## src/hw/fuse_mode_pkg.sv

```systemverilog
// Constants for the fuse bank decoder and operating mode controller.
`default_nettype none
package fuse_mode_pkg;
    localparam int FUSE_W       = 27;
    localparam int SW_N         = 12;
    localparam int STR_N        = 4;
    localparam int BIT_BANK_LK  = 0;
    localparam int BIT_ADDR_LK  = 1;
    localparam int BIT_ADDR_LO  = 2;
    localparam int BIT_ADDR_HI  = 6;
    localparam int BIT_SAFE_LK  = 7;
    localparam int BIT_SAFE_LO  = 8;
    localparam int BIT_SAFE_HI  = 11;
    localparam int BIT_NET_LK   = 12;
    localparam int BIT_ROLE     = 13;
    localparam int BIT_RATE_LO  = 14;
    localparam int BIT_RATE_HI  = 15;
    localparam int BIT_ECHO_DIS = 16;
    localparam int BIT_MLVDS_DIS = 17;
    localparam int BIT_UART_DIS = 18;
    localparam int BIT_EE_WP    = 19;
    localparam int BIT_CRC_LO   = 20;
    localparam int BIT_CRC_HI   = 26;
    // Bits each lock protects, besides the general bank lock.
    localparam logic [26:0] ADDR_FIELD = 27'h000007c;
    localparam logic [26:0] SAFE_FIELD = 27'h0000f00;
    localparam logic [26:0] NET_FIELD  = 27'h007e000;
    // Koopman 0x5b is x^7+x^5+x^4+x^2+x+1; the x^7 term is implicit.
    localparam logic [6:0]  CRC_POLY   = 7'h37;
    localparam logic [6:0]  CRC_SEED   = 7'h7f;
    // Link rate codes: 125, 250, 500 and 1000 kb/s.
    localparam logic [1:0]  RATE_125   = 2'h0;
    localparam logic [1:0]  RATE_250   = 2'h1;
    localparam logic [1:0]  RATE_500   = 2'h2;
    localparam logic [1:0]  RATE_1000  = 2'h3;
    localparam logic [1:0]  RATE_DEFAULT = RATE_250;
    localparam int CLK_MHZ       = 100;
    localparam int CFG_TIMER_MS  = 60;
    localparam int CFG_TIMER_CYC = CFG_TIMER_MS * 1000 * CLK_MHZ;
    typedef enum logic [3:0] {
        ST_LOAD    = 4'h0,
        ST_CHECK   = 4'h1,
        ST_WAIT    = 4'h2,
        ST_CONFIG  = 4'h3,
        ST_AUTO    = 4'h4,
        ST_NORMAL  = 4'h5,
        ST_NO_CRC  = 4'h6,
        ST_FS_OTP  = 4'h7,
        ST_FS_OPEN = 4'h8
    } mode_type;
endpackage
`default_nettype wire

```

## src/hw/fuse_config_and_mode_control.sv

```systemverilog
// Fuse bank decoder and operating mode controller of a pixel network node.
`default_nettype none
module fuse_config_and_mode_control
    import fuse_mode_pkg::*;
#(
    parameter int TIMER_CYCLES = CFG_TIMER_CYC
) (
    input  wire logic              mclk,
    input  wire logic              srst,
    input  wire logic              clk_en,
    input  wire logic [26:0]       fuse_bits,
    input  wire logic              zap_req,
    input  wire logic [26:0]       zap_mask,
    input  wire logic              addr_divider_valid,
    input  wire logic [4:0]        assigned_addr,
    input  wire logic              rx_pin,
    input  wire logic              frame_start,
    input  wire logic              auto_address_enable_frame,
    input  wire logic              auto_addr_done,
    input  wire logic              switch_to_normal_frame,
    input  wire logic              fuse_read_request_frame,
    input  wire logic              fuse_read_data_frame,
    input  wire logic              map_enable_trigger_frame,
    input  wire logic              pwm_mode,
    input  wire logic [11:0]       pwm_switches,
    input  wire logic              direct_wr,
    input  wire logic [11:0]       direct_data,
    input  wire logic              timeout_err,
    input  wire logic              dimming_fault_flag,
    input  wire logic              fault_flags_cleared,
    input  wire logic              thermal_shutdown_flag,
    input  wire logic              pump_undervoltage_flag,
    input  wire logic              supply_low_flag,
    input  wire logic              status_read,
    input  wire logic              echo_missing,
    input  wire logic              read_other_node,
    input  wire logic              read_absent_node,
    input  wire logic              global_err_clear,
    input  wire logic              eeprom_wr_req,
    output logic [3:0]             mode_state,
    output logic                   crc_invalid,
    output logic [4:0]             node_addr,
    output logic                   addr_fused,
    output logic                   network_role_select,
    output logic [1:0]             link_rate_select,
    output logic                   echo_check_en,
    output logic                   uart_en,
    output logic                   mlvds_en,
    output logic [11:0]            switch_state,
    output logic                   zap_strobe,
    output logic [26:0]            zap_bits,
    output logic                   zap_refused,
    output logic                   fuse_rd_valid,
    output logic [26:0]            fuse_rd_word,
    output logic                   global_comm_error_flag,
    output logic                   tx_halt,
    output logic                   link_blocked,
    output logic                   eeprom_wr_grant,
    output logic                   eeprom_wr_refused
);
    localparam int TW = $clog2(TIMER_CYCLES + 1);
    localparam logic [TW-1:0] TMR_LAST = TW'(TIMER_CYCLES - 1);

    if (TIMER_CYCLES < 1) begin : g_chk
        $error("TIMER_CYCLES must be at least one");
    end

    typedef struct packed {
        mode_type    mode;
        logic        fs_ret;
        logic [26:0] bank;
        logic        crc_ok;
        logic        crc_bad;
        logic        prog;
        logic [TW-1:0] tmr;
        logic        tmr_run;
        logic        uart_pick;
        logic        map_armed;
        logic [11:0] sw;
        logic        rd_pend;
        logic        rd_valid;
        logic [26:0] rd_buf;
        logic        zap_stb;
        logic        zap_rej;
        logic [26:0] zap;
        logic        role;
        logic [1:0]  rate;
        logic        echo_en;
        logic        uart_en;
        logic        mlvds_en;
        logic [4:0]  addr;
        logic        addr_fused;
        logic        ee_grant;
        logic        ee_refuse;
        logic        gerr;
        logic        halt;
        logic        blocked;
        logic [2:0]  rx_s;
        logic        rx_lvl;
    } state_type;

    state_type s_r;
    state_type s_nxt;
    logic [11:0] safe_sw;
    logic        sv;
    logic        norm;
    logic [26:0] zap_ok;

    function automatic logic [6:0] fuse_crc(input logic [19:0] d);
        logic [6:0] c;
        logic       fb;
        c = CRC_SEED;
        for (int i = 19; i >= 0; i--) begin
            fb = c[6] ^ d[i];
            c = {c[5:0], 1'b0};
            if (fb) begin
                c = c ^ CRC_POLY;
            end
        end
        return c;
    endfunction

    for (genvar k = 0; k < SW_N; k++) begin : g_safe
        assign safe_sw[k] = s_r.bank[BIT_SAFE_LO + k / 3];
    end

    always_comb begin
        zap_ok = zap_mask;
        if (fuse_bits[BIT_BANK_LK]) begin
            zap_ok = '0;
        end
        if (fuse_bits[BIT_ADDR_LK]) begin
            zap_ok = zap_ok & ~ADDR_FIELD;
        end
        if (fuse_bits[BIT_SAFE_LK]) begin
            zap_ok = zap_ok & ~SAFE_FIELD;
        end
        if (fuse_bits[BIT_NET_LK]) begin
            zap_ok = zap_ok & ~NET_FIELD;
        end
    end

    assign norm = (s_r.mode == ST_NORMAL) || (s_r.mode == ST_NO_CRC);

    always_comb begin
        s_nxt = s_r;
        s_nxt.zap_stb = 1'b0;
        s_nxt.zap_rej = 1'b0;
        s_nxt.rd_valid = 1'b0;
        s_nxt.ee_grant = 1'b0;
        s_nxt.ee_refuse = 1'b0;
        // The first stage feeds only the second; two later stages vote.
        s_nxt.rx_s = {s_r.rx_s[1:0], rx_pin};
        if (s_r.rx_s[1] == s_r.rx_s[2]) begin
            s_nxt.rx_lvl = s_r.rx_s[2];
        end
        case (s_r.mode)
            ST_LOAD: begin
                s_nxt.bank = fuse_bits;
                s_nxt.mode = ST_CHECK;
            end
            ST_CHECK: begin
                s_nxt.crc_ok = fuse_crc(s_r.bank[19:0])
                    == s_r.bank[BIT_CRC_HI:BIT_CRC_LO];
                s_nxt.prog = |s_r.bank;
                if (s_nxt.prog && s_nxt.crc_ok) begin
                    s_nxt.mode = ST_NORMAL;
                end else if (s_nxt.prog) begin
                    s_nxt.mode = ST_CONFIG;
                end else begin
                    s_nxt.mode = ST_WAIT;
                end
            end
            ST_WAIT: begin
                if (addr_divider_valid) begin
                    s_nxt.mode = ST_CONFIG;
                end
            end
            ST_CONFIG: begin
                if (zap_req && (zap_ok != '0)) begin
                    s_nxt.zap_stb = 1'b1;
                    s_nxt.zap = zap_ok;
                end else if (zap_req) begin
                    s_nxt.zap_rej = 1'b1;
                end
                if (auto_address_enable_frame) begin
                    s_nxt.mode = ST_AUTO;
                end else if (switch_to_normal_frame) begin
                    s_nxt.mode = ST_NO_CRC;
                end
            end
            ST_AUTO: begin
                if (auto_addr_done) begin
                    s_nxt.mode = ST_CONFIG;
                end
            end
            ST_NORMAL, ST_NO_CRC: begin
                if (thermal_shutdown_flag || pump_undervoltage_flag
                        || supply_low_flag) begin
                    s_nxt.fs_ret = (s_r.mode == ST_NO_CRC);
                    s_nxt.mode = ST_FS_OPEN;
                end else if (timeout_err || dimming_fault_flag) begin
                    s_nxt.fs_ret = (s_r.mode == ST_NO_CRC);
                    s_nxt.mode = ST_FS_OTP;
                end
            end
            ST_FS_OTP: begin
                if (thermal_shutdown_flag || pump_undervoltage_flag
                        || supply_low_flag) begin
                    s_nxt.mode = ST_FS_OPEN;
                end else if (fault_flags_cleared) begin
                    s_nxt.mode = s_r.fs_ret ? ST_NO_CRC : ST_NORMAL;
                end
            end
            ST_FS_OPEN: begin
                if (status_read) begin
                    s_nxt.mode = s_r.fs_ret ? ST_NO_CRC : ST_NORMAL;
                end
            end
            default: s_nxt.mode = ST_LOAD;
        endcase
        if (s_r.mode == ST_CHECK && !s_nxt.prog) begin
            s_nxt.tmr_run = 1'b1;
            s_nxt.tmr = '0;
        end else if (s_r.mode == ST_CONFIG && s_r.tmr_run) begin
            s_nxt.tmr = s_r.tmr + 1'b1;
            if (s_r.tmr == TMR_LAST) begin
                s_nxt.tmr_run = 1'b0;
                s_nxt.uart_pick = s_r.rx_lvl;
            end
        end
        if (s_nxt.mode != ST_CONFIG && s_r.mode == ST_CONFIG) begin
            s_nxt.tmr_run = 1'b0;
        end
        if (s_nxt.mode == ST_NORMAL || s_nxt.mode == ST_NO_CRC) begin
            if (map_enable_trigger_frame) begin
                s_nxt.map_armed = 1'b1;
            end
            if (!pwm_mode && direct_wr) begin
                s_nxt.sw = direct_data;
            end else if (pwm_mode && s_nxt.map_armed) begin
                s_nxt.sw = pwm_switches;
            end
            if (!norm && s_r.mode != ST_FS_OTP && s_r.mode != ST_FS_OPEN
                    && s_r.bank[BIT_SAFE_LK]) begin
                s_nxt.sw = safe_sw;
            end
        end else if (s_nxt.mode == ST_FS_OTP) begin
            if (s_r.bank[BIT_SAFE_LK]) begin
                s_nxt.sw = safe_sw;
            end
        end else begin
            s_nxt.sw = '0;
        end
        if (fuse_read_request_frame) begin
            s_nxt.rd_pend = 1'b1;
            s_nxt.rd_buf = fuse_bits;
        end else if (fuse_read_data_frame && s_r.rd_pend) begin
            s_nxt.rd_pend = 1'b0;
            s_nxt.rd_valid = 1'b1;
        end
        if (eeprom_wr_req) begin
            s_nxt.ee_refuse = s_nxt.bank[BIT_EE_WP];
            s_nxt.ee_grant = !s_nxt.bank[BIT_EE_WP];
        end
        sv = s_nxt.bank[BIT_NET_LK] && s_nxt.crc_ok;
        s_nxt.crc_bad = !s_nxt.crc_ok;
        s_nxt.addr_fused = s_nxt.bank[BIT_ADDR_LK];
        s_nxt.addr = s_nxt.addr_fused
            ? s_nxt.bank[BIT_ADDR_HI:BIT_ADDR_LO] : assigned_addr;
        s_nxt.role = sv && s_nxt.bank[BIT_ROLE];
        s_nxt.rate = sv ? s_nxt.bank[BIT_RATE_HI:BIT_RATE_LO]
                        : RATE_DEFAULT;
        s_nxt.echo_en = !(sv && s_nxt.bank[BIT_ECHO_DIS]);
        s_nxt.mlvds_en = !(sv && s_nxt.bank[BIT_MLVDS_DIS]);
        s_nxt.uart_en = sv ? !s_nxt.bank[BIT_UART_DIS] : s_nxt.uart_pick;
        if (echo_missing && s_r.echo_en) begin
            s_nxt.halt = 1'b1;
        end else if (frame_start) begin
            s_nxt.halt = 1'b0;
        end
        if (s_r.role && read_other_node) begin
            s_nxt.gerr = 1'b1;
        end else if (global_err_clear) begin
            s_nxt.gerr = 1'b0;
        end
        // lockup only cleared by power cycle
        if (s_r.role && !s_r.echo_en && read_absent_node) begin
            s_nxt.blocked = 1'b1;
        end
    end

    always_ff @(posedge mclk) begin
        if (srst) begin
            s_r <= '0;
            s_r.mode <= ST_LOAD;
            s_r.crc_bad <= 1'b1;
            s_r.uart_pick <= 1'b1;
            s_r.uart_en <= 1'b1;
            s_r.mlvds_en <= 1'b1;
            s_r.echo_en <= 1'b1;
            s_r.rate <= RATE_DEFAULT;
        end else if (clk_en) begin
            s_r <= s_nxt;
        end
    end

    assign mode_state = s_r.mode;
    assign crc_invalid = s_r.crc_bad;
    assign node_addr = s_r.addr;
    assign addr_fused = s_r.addr_fused;
    assign network_role_select = s_r.role;
    assign link_rate_select = s_r.rate;
    assign echo_check_en = s_r.echo_en;
    assign uart_en = s_r.uart_en;
    assign mlvds_en = s_r.mlvds_en;
    assign switch_state = s_r.sw;
    assign zap_strobe = s_r.zap_stb;
    assign zap_bits = s_r.zap;
    assign zap_refused = s_r.zap_rej;
    assign fuse_rd_valid = s_r.rd_valid;
    assign fuse_rd_word = s_r.rd_buf;
    assign global_comm_error_flag = s_r.gerr;
    assign tx_halt = s_r.halt;
    assign link_blocked = s_r.blocked;
    assign eeprom_wr_grant = s_r.ee_grant;
    assign eeprom_wr_refused = s_r.ee_refuse;
endmodule // fuse_config_and_mode_control
`default_nettype wire

```

## config.mk

```make
export PLATFORM = sky130hd
export DESIGN_NAME = fuse_config_and_mode_control
export DESIGN_NICKNAME = d
export VERILOG_FILES = /design/src/hw/fuse_mode_pkg.sv /design/src/hw/fuse_config_and_mode_control.sv
export SDC_FILE = /design/constraint.sdc
export NUM_CORES = 1
export LEC_CHECK = 0
export BUFFER_PORTS_ARGS = -buffer_cell sky130_fd_sc_hd__buf_2
export CORE_ASPECT_RATIO = 1.1
export CORE_MARGIN = 2
export CORE_UTILIZATION = 49
export DETAILED_ROUTE_END_ITERATION = 10
export HOLD_SLACK_MARGIN = 0.08
export MAX_ROUTING_LAYER = met4
export PLACE_DENSITY_LB_ADDON = 0.12
export SYNTH_ARGS = -nofsm -noshare
export SYNTH_HDL_FRONTEND = slang
export SYNTH_SLANG_ARGS = --single-unit
```

## constraint.sdc

```tcl
create_clock -name mclk -period 3.7 [get_ports mclk]
set_input_delay 0.185 -clock mclk [delete_from_list [all_inputs] [get_ports mclk]]
set_output_delay 0.185 -clock mclk [all_outputs]
set_load 0.03 [all_outputs]
```

# Word-level counts from Yosys, hierarchy flattened

Index checks and enable logic that the tools add are counted.

$add $sub $neg: 1
Equality and inequality tests: 19
Muxes and demuxes: 89
Bitwise gates (word level): 38
Reductions and logical operators: 57

Operators with widths:

| operator                | count |
|---|---|
| $mux W7                 | 21 |
| $mux W6                 | 20 |
| $not A5 Y5              | 19 |
| $mux W12                | 7 |
| $mux W27                | 2 |
| $pmux W4 S8             | 1 |
| $mux W29                | 1 |
| $eq A4 B3 Y1 const B    | 7 |
| $mux W4                 | 7 |
| $reduce_bool A27 Y1     | 1 |
| $reduce_or A27 Y1       | 1 |
| $mux W25                | 1 |
| $mux W24                | 1 |
| $add A23 B1 Y23 const B | 1 |
| $eq A23 B23 Y1 const B  | 1 |
| $mux W20                | 1 |
| $logic_and A1 B1 Y1     | 19 |
| $mux W19                | 1 |
| $xor A1 B1 Y1           | 19 |
| $reduce_and A2 Y1       | 9 |
| $mux W1                 | 17 |
| $mux W5                 | 3 |
| $reduce_and A3 Y1       | 4 |
| $mux W2                 | 5 |
| other kinds (17)        | 35 |

Bits in registers: 152
Logic and storage cells: 236

# Longest topological paths before layout

Depth after elaboration: 71
Depth in mapped cells: 13

# Worst setup path after synthesis

No wires, ideal clock.

Path type: register -> register
Start point: register s_r[138] (netlist bit)
End point: register s_r (netlist bit link_rate_select[0])
Setup time: 122 ps
Data arrival time: 3,397 ps
Data required time: 3,578 ps
Setup slack: 181 ps
Stages on the path, launching flop included: 13
Buffers on the path: 1
Clock period less this slack: 3,519 ps
Cell sequence: dfxtp_1 > buf_2 > inv_1 > ha_1 > xnor2_1 > xnor3_1 > xor3_1 > or3_1 > a22oi_2 > o21ai_2 > mux2_4 > or4_4 > o32a_1

Cells in the longest elaborated chain, start to end: 54
Elaborated cells between the ends (all ways): 78

Ends and longest elaborated chain:

| element                                                | RTL line                                                                 | text |
|---|---|---|
| from (decl)                                            | fuse_config_and_mode_control.sv:102                                      | `state_type s_r;` |
| from (signal assigned)                                 | fuse_config_and_mode_control.sv:304                                      | `s_r <= s_nxt;` |
| $xor A1 B1 Y1 (*)                                      | fuse_config_and_mode_control.sv:114                                      | `fb = c[6] ^ d[i];` |
| $mux W6 (*)                                            | fuse_config_and_mode_control.sv:116                                      | `if (fb) begin` |
| $mux W7 (*)                                            | fuse_config_and_mode_control.sv:157                                      | `case (s_r.mode)` |
| $not A5 Y5 (no line)                                   | n/a                                                                      |  |
| $mux W6                                                | fuse_config_and_mode_control.sv:116                                      |  |
| $mux W7 (*)                                            | fuse_config_and_mode_control.sv:157                                      |  |
| $not A5 Y5 (no line) / $mux W6 (equally long branches) | n/a                                                                      |  |
| $mux W6 / $mux W7 (equally long branches)              | fuse_config_and_mode_control.sv:116, fuse_config_and_mode_control.sv:157 |  |
| [38 not listed]                                        | n/a                                                                      |  |
| $mux W7 (*)                                            | fuse_config_and_mode_control.sv:157                                      |  |
| $not A5 Y5 (no line)                                   | n/a                                                                      |  |
| $mux W6                                                | fuse_config_and_mode_control.sv:116                                      |  |
| $mux W7 (*)                                            | fuse_config_and_mode_control.sv:157                                      |  |
| $eq A7 B7 Y1 (*)                                       | fuse_config_and_mode_control.sv:164                                      | `== s_r.bank[BIT_CRC_HI:BIT_CRC_LO];` |
| $mux W1 (*)                                            | fuse_config_and_mode_control.sv:157                                      |  |
| $logic_and A1 B1 Y1 (*)                                | fuse_config_and_mode_control.sv:266                                      | `sv = s_nxt.bank[BIT_NET_LK] && s_nxt.crc_ok;` |
| $mux W2 (*)                                            | fuse_config_and_mode_control.sv:272                                      | `s_nxt.rate = sv ? s_nxt.bank[BIT_RATE_HI:BIT_RATE_LO]` |

Mark *: on every way between the ends. The rest lies on a longest branch, timed or not. The select of a mux whose other input is x is not followed.
A chain may end at the register's enable or synchronous reset.

# Worst setup path in the final report

Start point: register s_r[139] (netlist bit)
End point: register, netlist name mlvds_en

Cells in the longest elaborated chain, start to end: 57
Elaborated cells between the ends (all ways): 82

Ends and longest elaborated chain:

| element                 | RTL line                            | text |
|---|---|---|
| $mux W6 (*)             | fuse_config_and_mode_control.sv:116 |  |
| $mux W7 (*)             | fuse_config_and_mode_control.sv:157 |  |
| $not A5 Y5 (no line)    | n/a                                 |  |
| $mux W6                 | fuse_config_and_mode_control.sv:116 |  |
| $mux W7 (*)             | fuse_config_and_mode_control.sv:157 |  |
| $not A5 Y5 (no line)    | n/a                                 |  |
| $mux W6                 | fuse_config_and_mode_control.sv:116 |  |
| $mux W7 (*)             | fuse_config_and_mode_control.sv:157 |  |
| [41 not listed]         | n/a                                 |  |
| $not A5 Y5 (no line)    | n/a                                 |  |
| $mux W6                 | fuse_config_and_mode_control.sv:116 |  |
| $mux W7 (*)             | fuse_config_and_mode_control.sv:157 |  |
| $eq A7 B7 Y1 (*)        | fuse_config_and_mode_control.sv:164 |  |
| $mux W1 (*)             | fuse_config_and_mode_control.sv:157 |  |
| $logic_and A1 B1 Y1 (*) | fuse_config_and_mode_control.sv:266 |  |
| $logic_and A1 B1 Y1 (*) | fuse_config_and_mode_control.sv:275 | `s_nxt.mlvds_en = !(sv && s_nxt.bank[BIT_MLVDS_DIS]);` |
| $logic_not A1 Y1 (*)    | fuse_config_and_mode_control.sv:275 |  |

Marks and branches as above.

==> impl_metrics.yaml <==
outcome:
  status: "completed"
synthesis:
  synth_area_leaders: "dfxtp_1 37%, nand2_1 8.0%, buf_4 7.3%, a21oi_1 6.7%, nor2_1 3.9%"
  ys_ff_latch: 150
  avgSynthCellArea_um2: 8.221
  ys_seq_area_share_pct: 37.23
  synthFlopType: "dfxtp_1"
  synth_fp_nets: 1093
  yosysTopAreaCell: "dfxtp_1"
  netlist_area_um2: 8065
  synth_edf_count: 0
  synth_warnings: 0
  synth.distinct_cells: 65
  netlist_instances: 981
  ys_async_sr_fraction_pct: 0
  synth_top_area_share_pct: 37.23
pwr:
  p_clk_share_pct: 36.3
  power_leakage_nw: 4.195
  ir_worst_vdd_uv: 341.0
  p_int_mw: 3.143
  switching_share_pct: 30.11
  switching_power_mw: 1.354
  power_mw: 4.497
  pwr-share-comb_pct: 25.1
  power.density_nw_per_um2: 460.9
  seqPwrFrac_pct: 38.7
worst_setup_path:
  slowest_delay_ps: 510
  slowest_stage: "or4_4"
  critPathLaunchType: "register"
  cp_common_cell: "xnor2_2"
  worst-path-max-fanout: 5
  critPathCaptureType: "register"
  path_cells: "inv_1, ha_1, xnor2_2, xnor2_2, xnor3_1, or3_1, a211oi_2, o21ai_2, mux2_4, or4_4, o32a_1"
  cp.arrival_ps: 3890
  critPathTopFamily: "XOR/XNOR gates"
  path_class: "register to register"
  worst-path-buf-inv: 1
  required_ps: 4000
worst_hold_path:
  hold_path_class: "input port to register"
clock_tree:
  cts.sinks: 150
  cts_root_buffer: "clkbuf_16"
  post_cts_buffers: 0
  cts.htree.levels: 4
  cts_tree: "done"
  clk_latency_ps: 420
  path_clk_slew_ps: 60
  cts_buffers: 17
  clockBufferDepth: 2
drt:
  num_vias: 7330
  wl_per_cell_um: 16.35
  drtIter0Drc: 534
  drc: 0
  drt_pass1_iterations: 5
  wirelength_um: 22080
  viasPerCell: 5.426
  antenna_violating_nets_post_route: 0
global_route:
  overflow: 0
  antenna_found_initial: 0
  grt_pass1_vias: 6725
  grt_max_degree: 88
  grtUsageTotal_pct: 25.25
  grt_pass1_wl_um: 34890
sta:
  fin_skew_ps: 10.39
  timing.slew.headroom_pct: 30.41
  maxSlewViolCount: 0
  rsz0062_at_grt: "false"
  tns_ps: 0
  post-route-period-util_pct: 96.96
  final-setup-viol-count: 0
  fmax_ghz: 0.2788
  fin_crit_ps: 3587
  worst_pin_slew_ps: 1044
  hold_viol_final: 0
layout:
  area_growth_pct: 20.97
  drive_gt1_share_pct: 24.85
  nets: 1248
  layout_commonest_cell: "buf_2"
  most-common-layout-cells: "199 x buf_2, 171 x nand2_1, 149 x dfxtp_1, 108 x a21oi_1, 84 x nor2_1"
  fin_cells: 1351
  diodes: 0
die:
  fp.dieH_um: 138.6
  num_io_pins: 201
  core_area_um2: 16250
  rows: 49
  die_area_um2: 17500
  die_x_um: 126.3
  start_util_pct: 49.64
place:
  gp_congestion: 0.9225
  place_hpwl_um: 15390
  port-buffer-count: 200
  dp.cells: 1272
flow_run:
  drv_cap: 0
-- area by class of cell --
| type | instances | area [µm²] |
|---|---|---|
| multi-input combinational | 683 | 4240 |
| inverter | 12 | 45.04 |
| timing repair buffer | 272 | 1667 |
| fill | 1470 | 6490 |
| clock inverter | 11 | 102.6 |
| clock buffer | 19 | 442.9 |
| sequential | 150 | 3004 |
| tap | 204 | 255.2 |
-- layer usage --
layer  part of all wire [%]  vias to the layer above  global-route usage (%)
li1                       -                     3628                       -
met1                     47                     3477                   34.57
met2                     47                      199                   39.02
met3                    4.4                       26                   3.935
met4                    1.5                        0                   7.056
met5                      0                        -                       -
-- per-stage QoR --
step | area (µm²) | worst slack (ps) | hold WS [ps] | utilization (%)
5_1_grt | 9757 | 7.390 | 90.98 | 60.05
6_report | 9757 | 112.7 | 80.10 | 60.05
4_1_cts | 9734 | 48.65 | 82.69 | 59.92
3_5_place_dp | 8690 | 32.50 | 431.2 | 53.48
2_1_floorplan | 8065 | 180.9 | 321.0 | -
3_3_place_gp | 8690 | 104.1 | 429.6 | 53.48
-- worst register-to-register path, delay by kind of cell (launching register included) --
| family | cells | cell delay [ps] |
|---|---|---|
| flops | 1 | 360 |
| simple gates | 2 | 900 |
| fa+ha+maj | 1 | 350 |
| xor+xnor | 3 | 940 |
| buf+inv | 1 | 50 |
| mux | 1 | 300 |
| compound gates | 3 | 580 |
-- sequential cells by signal (all words and copies together), names as in the netlist, 2 cells and up --
| signal | flops |
|---|---|
| switch_state | 12 |
| s_nxt | 2 |
| fuse_rd_word | 27 |
| link_rate_select | 2 |
| mode_state | 4 |
| zap_bits | 27 |
| node_addr | 5 |
| s_r | 58 |
-- synthesized netlist by cell type, types with 10 or more instances --
cell type and n:
nor2b_1 15, nor4_1 11, buf_4 78, and3_1 10
xnor3_1 14, mux2i_1 23, nand2_1 171, nor3_1 22
clkbuf_1 50, xnor2_1 20, nor2_1 84, a21oi_1 108
o21ai_0 12, xor2_1 18, dfxtp_1 150, inv_1 11
a41oi_1 14, nor3b_1 12, a221oi_2 10, nand3_1 32
-- final timing paths --
check | depth (start not counted) | endpoint | slack, ps | start
setup / recovery | 11 | mlvds_en | 110 | s_r[139]
setup reg to reg | 11 | mlvds_en | 110 | s_r[139]
hold / removal | 3 | s_r[91] | 80 | map_enable_trigger_frame
hold reg to reg | 2 | zap_bits[15] | 450 | zap_bits[15]
-- power groups by stage --
stage | Sequential [mW] | Clock, mW | Combinational (mW)
after global placement | 1.77 | 0 | 1.05
final | 1.74 | 1.63 | 1.13
after CTS | 1.74 | 1.66 | 1.12
after detailed placement | 1.77 | 0 | 1.06
after global routing | 1.75 | 1.73 | 1.21
after floorplan | 1.76 | 0 | 0.846
-- cell families (layout without fill, tap and decap cells) --
family / Yosys count / count (layout) / synth area share, %
fa+ha+maj: 2 / 2 / 0.3102
flops: 150 / 150 / 37.23
buf+inv: 148 / 314 / 10.64
compound gates: 199 / 199 / 16.12
mux: 25 / 25 / 3.180
simple gates: 398 / 398 / 22.60
xor+xnor: 59 / 59 / 9.913
-- timing repair --
action / 4_1_cts / 5_1_grt
hold buffers: 49 / 0
endpoints found under the setup margin: 3 / 11
endpoints found under the hold margin: 70 / 0
pin swaps: 0 / 3
resized for setup: 2 / 4
Power figures use the tool's default switching activity.
